[config.mk]
export PLATFORM = sky130hd
export DESIGN_NAME = ext_bus_ctrl
export DESIGN_NICKNAME = d
export VERILOG_FILES = /design/src/ext_bus_pkg.sv /design/src/edge_sync.sv /design/src/ext_bus_ctrl.sv
export VERILOG_INCLUDE_DIRS = /design/src
export SDC_FILE = /design/constraint.sdc
export NUM_CORES = 1
export LEC_CHECK = 0
export BUFFER_PORTS_ARGS = -buffer_cell sky130_fd_sc_hd__buf_2
export CAP_MARGIN = 20
export CELL_PAD_IN_SITES_DETAIL_PLACEMENT = 0
export CELL_PAD_IN_SITES_GLOBAL_PLACEMENT = 2
export CORE_ASPECT_RATIO = 1.2
export CORE_MARGIN = 2
export CORE_UTILIZATION = 31
export CTS_CLUSTER_SIZE = 24
export DETAILED_ROUTE_END_ITERATION = 7
export GPL_TIMING_DRIVEN = 1
export PLACE_DENSITY = 0.86
export RECOVER_POWER = 50
export SYNTH_ARGS = -nofsm -noshare
export SYNTH_HDL_FRONTEND = slang
export SYNTH_HIERARCHICAL = 1
export SYNTH_SLANG_ARGS = --single-unit
[constraint.sdc]
create_clock -name clk -period 2.6 [get_ports clk]
set_input_delay 0.52 -clock clk [delete_from_list [all_inputs] [get_ports clk]]
set_output_delay 0.52 -clock clk [all_outputs]
set_load 0.02 [all_outputs]
[src/ext_bus_defines.svh]
// Constants for the external bus cycle and arbitration controller
`ifndef EXT_BUS_DEFINES_SVH
`define EXT_BUS_DEFINES_SVH
`define ADDR_W 24
`define DATA_W 16
`define WAIT_W 4
`define MUX_GAP_CYC 2'h1
`define TRI_GAP_CYC 2'h1
`define CS_W 5
`endif

[src/ext_bus_pkg.sv]
// Types for the external bus cycle and arbitration controller
`include "ext_bus_defines.svh"
package ext_bus_pkg;
   typedef struct packed {
      logic write;
      logic [`ADDR_W-1:0] addr;
      logic [`DATA_W-1:0] wdata;
   } bus_req_t;
   typedef struct packed {
      logic [`WAIT_W-1:0] waitCount;
      logic cmdDelay;
      logic muxBus;
      logic triWait;
   } bus_cfg_t;
   typedef enum logic [3:0] {
      S_IDLE = 4'h0,
      S_ADDR = 4'h1,
      S_CMD = 4'h2,
      S_WAIT = 4'h3,
      S_RDY = 4'h4,
      S_END = 4'h5,
      S_GAP = 4'h6,
      S_HELD = 4'h7,
      S_REGAIN = 4'h8
   } bus_state_t;
endpackage

[src/edge_sync.sv]
// Two-stage synchroniser with rising and falling edge detection
`timescale 1ns/10ps
module edge_sync (
   // Clock and reset
   input wire logic clk,
   input wire logic rst,
   // Asynchronous input and results
   input wire logic din,
   output logic level,
   output logic rise,
   output logic fall
);
   logic meta_q, sync_q, prev_q;
   logic meta_d, sync_d, prev_d;
   always_comb begin
      meta_d = din;
      sync_d = meta_q;
      prev_d = sync_q;
   end
   always_ff @(posedge clk or posedge rst) begin
      if (rst) begin
         meta_q <= 1'b0;
         sync_q <= 1'b0;
         prev_q <= 1'b0;
      end else begin
         meta_q <= meta_d;
         sync_q <= sync_d;
         prev_q <= prev_d;
      end
   end
   assign level = sync_q;
   assign rise = sync_q & ~prev_q;
   assign fall = ~sync_q & prev_q;
endmodule // edge_sync

[src/ext_bus_ctrl.sv]
// External bus cycle sequencer with ready stretching and hold arbitration
`timescale 1ns/10ps
`include "ext_bus_defines.svh"
module ext_bus_ctrl
   import ext_bus_pkg::*;
(
   // Clock and reset
   input wire logic clk,
   input wire logic rst,
   // Bus clock from the link, sampled here
   input wire logic busClockOutput,
   // Configuration
   input wire bus_cfg_t cfg,
   input wire logic [`CS_W-1:0] csSelect,
   // Internal request and answer
   input wire logic reqValid,
   input wire bus_req_t req,
   output logic reqReady,
   output logic rdValid,
   output logic [`DATA_W-1:0] rdData,
   // Internal wish to own the bus while held
   input wire logic wantBus,
   // External bus pins
   input wire logic readyN,
   input wire logic holdN,
   output logic holdAcknowledgeN,
   output logic busRequestOutN,
   output logic readStrobeN,
   output logic writeStrobeN,
   output logic [`ADDR_W-1:0] addrOut,
   output logic addrOe,
   output logic [`DATA_W-1:0] dataOut,
   output logic dataOe,
   input wire logic [`DATA_W-1:0] dataIn,
   output logic [`CS_W-1:0] chipSelectLinesOut,
   output logic [`CS_W-1:0] chipSelectLinesOe,
   output logic strobeOe
);
   logic bclkRise;
   logic rdyLevel, holdLevel;
   edge_sync syncClk (.clk(clk), .rst(rst), .din(busClockOutput),
      .level(), .rise(bclkRise), .fall());
   edge_sync syncRdy (.clk(clk), .rst(rst), .din(readyN),
      .level(rdyLevel), .rise(), .fall());
   edge_sync syncHold (.clk(clk), .rst(rst), .din(holdN),
      .level(holdLevel), .rise(), .fall());

   bus_state_t state_q, state_d;
   bus_req_t cur_q, cur_d;
   logic [`WAIT_W-1:0] wait_q, wait_d;
   logic [1:0] gap_q, gap_d;
   logic rdN_q, rdN_d, wrN_q, wrN_d, owned_q, owned_d;
   logic hold_acknowledge_q, hold_acknowledge_d, bus_request_out_q, bus_request_out_d;
   logic [`DATA_W-1:0] rdData_q, rdData_d;
   logic rdValid_q, rdValid_d;

   // Gap length after a cycle, shared by entry and decisions
   function automatic logic [1:0] gapLen(input bus_cfg_t c);
      gapLen = 2'h0;
      if (c.muxBus) begin
         gapLen = `MUX_GAP_CYC;
         if (c.triWait) begin
            gapLen = 2'(gapLen + `TRI_GAP_CYC);
         end
      end
   endfunction

   always_comb begin
      state_d = state_q;
      cur_d = cur_q;
      wait_d = wait_q;
      gap_d = gap_q;
      rdN_d = rdN_q;
      wrN_d = wrN_q;
      owned_d = owned_q;
      hold_acknowledge_d = hold_acknowledge_q;
      bus_request_out_d = bus_request_out_q;
      rdData_d = rdData_q;
      rdValid_d = 1'b0;
      // Everything advances on bus clock rising edges only
      if (bclkRise) begin
         case (state_q)
            S_IDLE: begin
               if (!holdLevel) begin
                  state_d = S_HELD;
                  owned_d = 1'b0;
                  hold_acknowledge_d = 1'b0;
               end else if (reqValid) begin
                  cur_d = req;
                  wait_d = cfg.waitCount;
                  owned_d = 1'b1;
                  state_d = cfg.cmdDelay ? S_ADDR : S_CMD;
                  if (!cfg.cmdDelay) begin
                     rdN_d = req.write;
                     wrN_d = ~req.write;
                  end
               end
            end
            S_ADDR: begin
               rdN_d = cur_q.write;
               wrN_d = ~cur_q.write;
               state_d = S_CMD;
            end
            S_CMD: begin
               state_d = (wait_q != '0) ? S_WAIT : S_RDY;
               wait_d = (wait_q != '0) ? `WAIT_W'(wait_q - 1'b1) : wait_q;
            end
            S_WAIT: begin
               if (wait_q == '0) begin
                  state_d = S_RDY;
               end else begin
                  wait_d = `WAIT_W'(wait_q - 1'b1);
               end
            end
            S_RDY: begin
               if (!rdyLevel) begin
                  state_d = S_END;
                  if (!cur_q.write) begin
                     rdData_d = dataIn;
                     rdValid_d = 1'b1;
                  end
                  rdN_d = 1'b1;
                  wrN_d = 1'b1;
               end
            end
            S_END: begin
               gap_d = gapLen(cfg);
               state_d = (gapLen(cfg) != 2'h0) ? S_GAP : S_IDLE;
            end
            S_GAP: begin
               gap_d = gap_q - 2'h1;
               if (gap_q == 2'h1) begin
                  state_d = S_IDLE;
               end
            end
            S_HELD: begin
               // Request only once bus is released and acknowledged
               bus_request_out_d = ~wantBus;
               if (holdLevel) begin
                  state_d = S_REGAIN;
                  hold_acknowledge_d = 1'b1;
                  bus_request_out_d = 1'b1;
               end
            end
            S_REGAIN: begin
               owned_d = 1'b1;
               state_d = S_IDLE;
            end
            default: begin
               state_d = S_IDLE;
            end
         endcase
      end
   end

   always_ff @(posedge clk or posedge rst) begin
      if (rst) begin
         state_q <= S_IDLE;
         cur_q <= '0;
         wait_q <= '0;
         gap_q <= 2'h0;
         rdN_q <= 1'b1;
         wrN_q <= 1'b1;
         owned_q <= 1'b1;
         hold_acknowledge_q <= 1'b1;
         bus_request_out_q <= 1'b1;
         rdData_q <= '0;
         rdValid_q <= 1'b0;
      end else begin
         state_q <= state_d;
         cur_q <= cur_d;
         wait_q <= wait_d;
         gap_q <= gap_d;
         rdN_q <= rdN_d;
         wrN_q <= wrN_d;
         owned_q <= owned_d;
         hold_acknowledge_q <= hold_acknowledge_d;
         bus_request_out_q <= bus_request_out_d;
         rdData_q <= rdData_d;
         rdValid_q <= rdValid_d;
      end
   end

   assign reqReady = bclkRise && state_q == S_IDLE && holdLevel;
   assign rdValid = rdValid_q;
   assign rdData = rdData_q;
   assign holdAcknowledgeN = hold_acknowledge_q;
   assign busRequestOutN = bus_request_out_q;
   assign readStrobeN = rdN_q;
   assign writeStrobeN = wrN_q;
   assign addrOut = cur_q.addr;
   assign dataOut = cur_q.wdata;
   // Chip selects driven only while owned; the pullup holds them high
   assign chipSelectLinesOut = ~csSelect | {`CS_W{state_q == S_IDLE || state_q == S_GAP}};
   assign chipSelectLinesOe = {`CS_W{owned_q}};
   assign addrOe = owned_q;
   assign strobeOe = owned_q;
   assign dataOe = owned_q && cur_q.write && !wrN_q;

   ready_ext_a: assert property (@(posedge clk) disable iff (rst)
      (state_q == S_RDY && bclkRise && rdyLevel) |=> state_q == S_RDY)
      else $error("ready high did not stretch cycle");
   ready_end_a: assert property (@(posedge clk) disable iff (rst)
      (state_q == S_RDY && bclkRise && !rdyLevel) |=> state_q == S_END && readStrobeN)
      else $error("ready low did not end cycle");
   wait_count_a: assert property (@(posedge clk) disable iff (rst)
      (state_q == S_WAIT && bclkRise && wait_q != '0) |=> state_q == S_WAIT)
      else $error("wait states cut short");
   cmd_delay_a: assert property (@(posedge clk) disable iff (rst)
      (state_q == S_ADDR) |-> readStrobeN && writeStrobeN)
      else $error("command asserted during delay");
   gap_zero_a: assert property (@(posedge clk) disable iff (rst)
      (state_q == S_END && bclkRise && !cfg.muxBus) |=> state_q == S_IDLE)
      else $error("gap inserted on demultiplexed bus");
   grant_idle_a: assert property (@(posedge clk) disable iff (rst)
      $fell(holdAcknowledgeN) |-> $past(state_q) == S_IDLE)
      else $error("bus granted mid cycle");
   bus_request_out_after_a: assert property (@(posedge clk) disable iff (rst)
      !busRequestOutN |-> !holdAcknowledgeN && !addrOe)
      else $error("bus request before release");
   release_float_a: assert property (@(posedge clk) disable iff (rst)
      !holdAcknowledgeN |-> chipSelectLinesOe == '0 && !strobeOe)
      else $error("bus still driven while released");
   regain_hold_a: assert property (@(posedge clk) disable iff (rst)
      $rose(holdAcknowledgeN) |-> $past(holdLevel))
      else $error("regain without hold high");
   read_latch_a: assert property (@(posedge clk) disable iff (rst)
      rdValid |-> $rose(readStrobeN))
      else $error("read data not latched at strobe rise");
endmodule // ext_bus_ctrl

==> results.sh, run 1 <==
export IMPL_status="complete, but fails checks"
export IMPL_violations="capacitance limit, slew limit"
export IMPL_numPortBuffers=150
export IMPL_rows=44
export IMPL_postSynthNetCount=393
export IMPL_pwr_share_comb=0.373
export IMPL_drc=0
export IMPL_cts_buffers=9
export IMPL_place_congestion=0.807
export IMPL_die_h_um=126
export IMPL_power_density_nw_per_um2=1180
export IMPL_area_delta_synth_final_pct=22.4
export IMPL_yosys_warnings=6
export IMPL_post_drt_wl_per_cell_um=14.0
export IMPL_min_period_over_period=0.907
export IMPL_viasPerCell=4.55
export IMPL_cp_start_kind="flop"
export IMPL_die_width_um=106
export IMPL_drv_slew=34
export IMPL_max_freq_ghz=0.424
export IMPL_postCtsHoldBufs=0
export IMPL_worst_pin_slew_ns=1.72
export IMPL_grt_pass1_wl_um=13500
export IMPL_clkTransAtPathRegs_ns=0.06
export IMPL_fin_nets=499
export IMPL_post_cts_buffers=0
export IMPL_slew_headroom=-0.146
export IMPL_utilization=0.388
export IMPL_ff2ff_setup_slack_ns=0.53
export IMPL_max_clock_path_buffers=2
export IMPL_p_leak_nw=2.34
export IMPL_grt_pass1_vias=2791
export IMPL_crit_fanout=11
export IMPL_sw_frac_of_total=0.380
export IMPL_setup_tns_final_ns=0
export IMPL_maxCapViolations=1
export IMPL_n_antenna_cell=0
export IMPL_seqPwrFrac=0.372
export IMPL_drive_above_1_share=0.381
export IMPL_synthCells=314
export IMPL_grt_total_usage=0.128
export IMPL_initial_core_util=0.317
export IMPL_period_minus_slack_ns=2.36
export IMPL_vias=2667
export IMPL_clock_sinks=80
export IMPL_netlist_area_um2=3840
export IMPL_wl_um=8210
export IMPL_crit_type="flop to primary output"
export IMPL_setup_viol=0
export IMPL_nFillCells=1234
export IMPL_first_pass_iters=4
export IMPL_dp_cells=570
export IMPL_core_um2=12100
export IMPL_dp_hpwl_um=6210
export IMPL_synth_area_per_cell_um2=12.2
export IMPL_drt_iter0_markers=87
export IMPL_cts_resized=0
export IMPL_internal_power_w=0.00346
export IMPL_antenna_found_initial=0
export IMPL_hold_viol=0
export IMPL_worstPathArrival_ns=1.84
export IMPL_p_total_w=0.00557
export IMPL_seqCellArea_um2=2010
export IMPL_rsz0062_at_grt="no"
export IMPL_cts_tree="done"
export IMPL_clockRootBuffer="clkbuf_16"
export IMPL_ir_drop_mv=0.486
export IMPL_ant_nets=0
export IMPL_switching_power_w=0.00212
export IMPL_multi_input_area_um2=1360
export IMPL_hold_path_class="input pin to asynchronous set/reset pin"
export IMPL_critPathRequiredTime_ns=2.08
export IMPL_clock_skew_ns=0.00608
export IMPL_fin_cells=586
export IMPL_p_clk_frac=0.255
export IMPL_overflow=0
export IMPL_design_die_area_um2=13300
export IMPL_grt_max_degree=43
export IMPL_ios=151
export IMPL_fin_hold_ws_ns=0.0664
export IMPL_cp_end_kind="primary output"
export IMPL_clk_latency_ns=0.33
export IMPL_htree_levels=3
[layout by cell type, fill, tap and decap left out, drive strengths merged, types with 2 or more instances in the layout]
master and instances:
nand4 2, nand3 4, nor2 10, mux2 60
nor3 5, a21oi 4, nand2b 3, a22o 2
nand2 21, clkinv 2, a22oi 2, clkbuf 43
bufinv 3, o2111ai 2, dfrtp 75, o221ai 3
o22ai 2, mux2i 2, o21ai 7, o2bb2ai 3
inv 15, buf 122, ha 3, nor4 2
nor3b 4, a31oi 3, dfstp 5
[critical path: stages (launching register included)]
cell and delay, ns:
dfrtp_1 0.59, buf_4 0.24, nand2b_1 0.16, nand4_1 0.22, nand2_1 0.13, buf_2 0.17
[area by class of cell]
class	count	area share
clock buffers	10	0.0487
clock inverters	6	0.0229
repair buffers	155	0.158
inverters	15	0.0120
flip-flops and latches	80	0.427
well taps	161	0.0428
multi-input cells	159	0.289
[stage by stage]
step | setup slack [ns] | instance area [um2]
detailed placement | 0.571 | 4410
CTS | 0.225 | 4750
finish | 0.243 | 4700
global route | 0.0819 | 4700
floorplan | 0.235 | 3840
global placement | 0.621 | 4410
[power groups by stage]
stage          combinational [W]  sequential, W  clock [W]
2_1_floorplan            0.00173        0.00215          0
3_5_place_dp             0.00216        0.00209          0
6_report                 0.00208        0.00207    0.00142
5_1_grt                  0.00226        0.00215    0.00152
4_1_cts                  0.00216        0.00208    0.00148
3_3_place_gp             0.00213        0.00206          0
[state kept, by name, summed over array words and instances, names as in the netlist]
name,count
syncClk/level,1
writeStrobeN,1
readStrobeN,1
rdValid,1
addrOut,24
addrOe,1
syncRdy/meta_q,1
wait_q,4
syncClk/prev_q,1
state_q,4
dataOut,16
cur_q,1
syncHold/level,1
syncHold/meta_q,1
rdData,16
syncRdy/level,1
holdAcknowledgeN,1
syncClk/meta_q,1
gap_q,2
busRequestOutN,1
[final timing paths]
check / startpoint / to / cells after the start
hold / removal: rst / syncHold/level / 2
hold reg to reg: syncClk/meta_q / syncClk/level / 0
setup / recovery: state_q[2] / chipSelectLinesOut[0] / 5
min in group clk: readyN / syncRdy/meta_q / 1
max in group asynchronous: rst / addrOut[22] / 3
setup reg to reg: state_q[1] / state_q[2] / 4
[metal layers]
layer | part of all wire | routed length, um | GRT usage
met1 | 0.40 | 3300 | 0.149
met2 | 0.51 | 4150 | 0.217
met5 | 0 | 0 | 0
met3 | 0.076 | 624 | 0.0476
met4 | 0.015 | 127 | 0.0449
Note: power is estimated with default switching activity, not from simulation.
==> run 2: changes to the inputs <==
--- a/config.mk
+++ b/config.mk
@@ -6,17 +6,18 @@
 export SDC_FILE = /design/constraint.sdc
 export NUM_CORES = 1
 export LEC_CHECK = 0
-export BUFFER_PORTS_ARGS = -buffer_cell sky130_fd_sc_hd__buf_2
+export BUFFER_PORTS_ARGS = -buffer_cell sky130_fd_sc_hd__clkbuf_2
 export CAP_MARGIN = 20
 export CELL_PAD_IN_SITES_DETAIL_PLACEMENT = 0
 export CELL_PAD_IN_SITES_GLOBAL_PLACEMENT = 2
 export CORE_ASPECT_RATIO = 1.2
 export CORE_MARGIN = 2
-export CORE_UTILIZATION = 31
-export CTS_CLUSTER_SIZE = 24
+export CORE_UTILIZATION = 32
+export CTS_BUF_LIST = sky130_fd_sc_hd__clkbuf_8
+export CTS_CLUSTER_SIZE = 30
 export DETAILED_ROUTE_END_ITERATION = 7
 export GPL_TIMING_DRIVEN = 1
-export PLACE_DENSITY = 0.86
+export PLACE_DENSITY = 0.88
 export RECOVER_POWER = 50
 export SYNTH_ARGS = -nofsm -noshare
 export SYNTH_HDL_FRONTEND = slang
==> run 2 against run 1 <==
- critical endpoint is now reqReady
- largest cell class unchanged
- the flow still finishes with violations (capacitance limit, slew limit)
- via count about the same
- critical path type unchanged
- setup slack gained 0.091 ns
- die area fell by 3.0%
- worst hold slack worse by 0.017 ns
- clock-buffer cell count rose by 1
- sequential share of layout area increased by 1.3 points
- utilization rose by 0.41 points
- cell area shrank 3.0%
- clock skew barely moved
==> results.sh, run 2 (synthesized netlist as in run 1, its figures left out) <==
export IMPL_cp_end_kind="primary output"
export IMPL_postCtsHoldBufs=0
export IMPL_antenna_found_initial=0
export IMPL_worst_pin_slew_ns=1.77
export IMPL_final_cell_mix="clkbuf_2, dfrtp_1, mux2_1"
export IMPL_path_buf_inv=2
export IMPL_cp_start_kind="flop"
export IMPL_design_die_area_um2=12900
export IMPL_grt_max_degree=43
export IMPL_post_cts_buffers=0
export IMPL_drt_iter0_markers=82
export IMPL_slew_headroom=-0.179
export IMPL_grt_pass1_vias=2709
export IMPL_place_congestion=0.855
export IMPL_hold_viol=0
export IMPL_ios=151
export IMPL_core_um2=11600
export IMPL_status="complete, but fails checks"
export IMPL_largest_register_ffs=24
export IMPL_met1_usage=0.140
export IMPL_crit_fanout=11
export IMPL_ff2ff_setup_slack_ns=0.55
export IMPL_p_leak_nw=2.30
export IMPL_die_width_um=104
export IMPL_area_delta_synth_final_pct=18.7
export IMPL_crit_chain="buf_4 -> nor4_4 -> nand2_1 -> nor2_1 -> clkbuf_2"
export IMPL_final_common_cell="clkbuf_2"
export IMPL_crit_type="flop to primary output"
export IMPL_crit_slowest_cell="dfrtp_1"
export IMPL_hold_path_class="input pin to asynchronous set/reset pin"
export IMPL_drc=0
export IMPL_reg2reg_to="state_q[2]"
export IMPL_critPathRequiredTime_ns=2.08
export IMPL_cts_resized=0
export IMPL_first_pass_iters=5
export IMPL_clock_skew_ns=0.00605
export IMPL_ir_drop_mv=0.432
export IMPL_vias=2665
export IMPL_ff2ff_path_depth=4
export IMPL_top_usage_layer="met2"
export IMPL_place_area_um2=4410
export IMPL_drive_above_1_share=0.379
export IMPL_ant_nets=0
export IMPL_max_freq_ghz=0.441
export IMPL_max_clock_path_buffers=2
export IMPL_crit_family="flip-flops"
export IMPL_use_met3=0.0408
export IMPL_critical_path_max_stage_delay_ns=0.50
export IMPL_viasPerCell=4.58
export IMPL_period_minus_slack_ns=2.27
export IMPL_n_antenna_cell=0
export IMPL_cts_tree="done"
export IMPL_min_period_over_period=0.872
export IMPL_rsz0062_at_grt="no"
export IMPL_drv_slew=34
export IMPL_post_drt_wl_per_cell_um=13.6
export IMPL_violations="capacitance limit, slew limit"
export IMPL_setup_tns_final_ns=0
export IMPL_rows=43
export IMPL_nFillCells=1205
export IMPL_fin_area_um2=4560
export IMPL_clock_sinks=80
export IMPL_setup_viol=0
export IMPL_numPortBuffers=150
export IMPL_grtUsageMet2=0.222
export IMPL_grt_pass1_wl_um=12800
export IMPL_overflow=0
export IMPL_clk_latency_ns=0.34
export IMPL_die_h_um=124
export IMPL_clockRootBuffer="clkbuf_8"
export IMPL_r2r_start="state_q[0]"
export IMPL_clkTransAtPathRegs_ns=0.08
export IMPL_dp_hpwl_um=6070
export IMPL_wl_um=7920
export IMPL_maxCapViolations=1
export IMPL_grt_total_usage=0.125
export IMPL_power_density_nw_per_um2=1110
export IMPL_cts_buffers=9
export IMPL_initial_core_util=0.331
export IMPL_fin_nets=499
export IMPL_htree_levels=3
export IMPL_worstPathArrival_ns=1.75
-- run 2: stage by stage --
stage / power (W) / utilization / hold WS, ns / cells / setup slack, ns
global route: 0.00541 / 0.393 / 0.0515 / 582 / 0.174
detailed placement: 0.00425 / 0.379 / 0.339 / 566 / 0.563
finish: 0.00504 / 0.393 / 0.0490 / 582 / 0.334
floorplan: 0.00388 / - / 0.261 / 314 / 0.235
global placement: 0.00419 / 0.379 / 0.334 / 566 / 0.617
CTS: 0.00518 / 0.396 / 0.0210 / 582 / 0.305
-- run 2: area by class of cell --
class                   count  area (um2)  share of cell area
multi-input cells         159        1360               0.298
inverters                  15        56.3              0.0123
clock buffers              11         151              0.0332
repair buffers            155         743               0.163
well taps                 157         196              0.0431
flip-flops and latches     80        2010               0.440
clock inverters             5        47.5              0.0104
-- run 2: how the worst max path moves through the flow --
stage	start	to	cells after the start
2_1_floorplan	rst	addrOut[0]	1
3_3_place_gp	state_q[1]	state_q[2]	4
3_5_place_dp	state_q[1]	state_q[2]	4
4_1_cts	state_q[2]	reqReady	5
5_1_grt	state_q[1]	chipSelectLinesOut[3]	5
6_report	state_q[2]	reqReady	5
-- run 2: report_power, final --
part	internal [W]	leakage (nW)	total [W]	switching [W]
clock network	0.000486	0.112	0.000904	0.000417
logic	0.000795	1.19	0.00207	0.00127
registers	0.00172	0.998	0.00207	0.000355
-- run 2: metal layers --
layer,vias up,routed length [um]
li1,1251,-
met1,1314,3220
met5,-,0
met3,11,516
met4,0,98
met2,89,4090
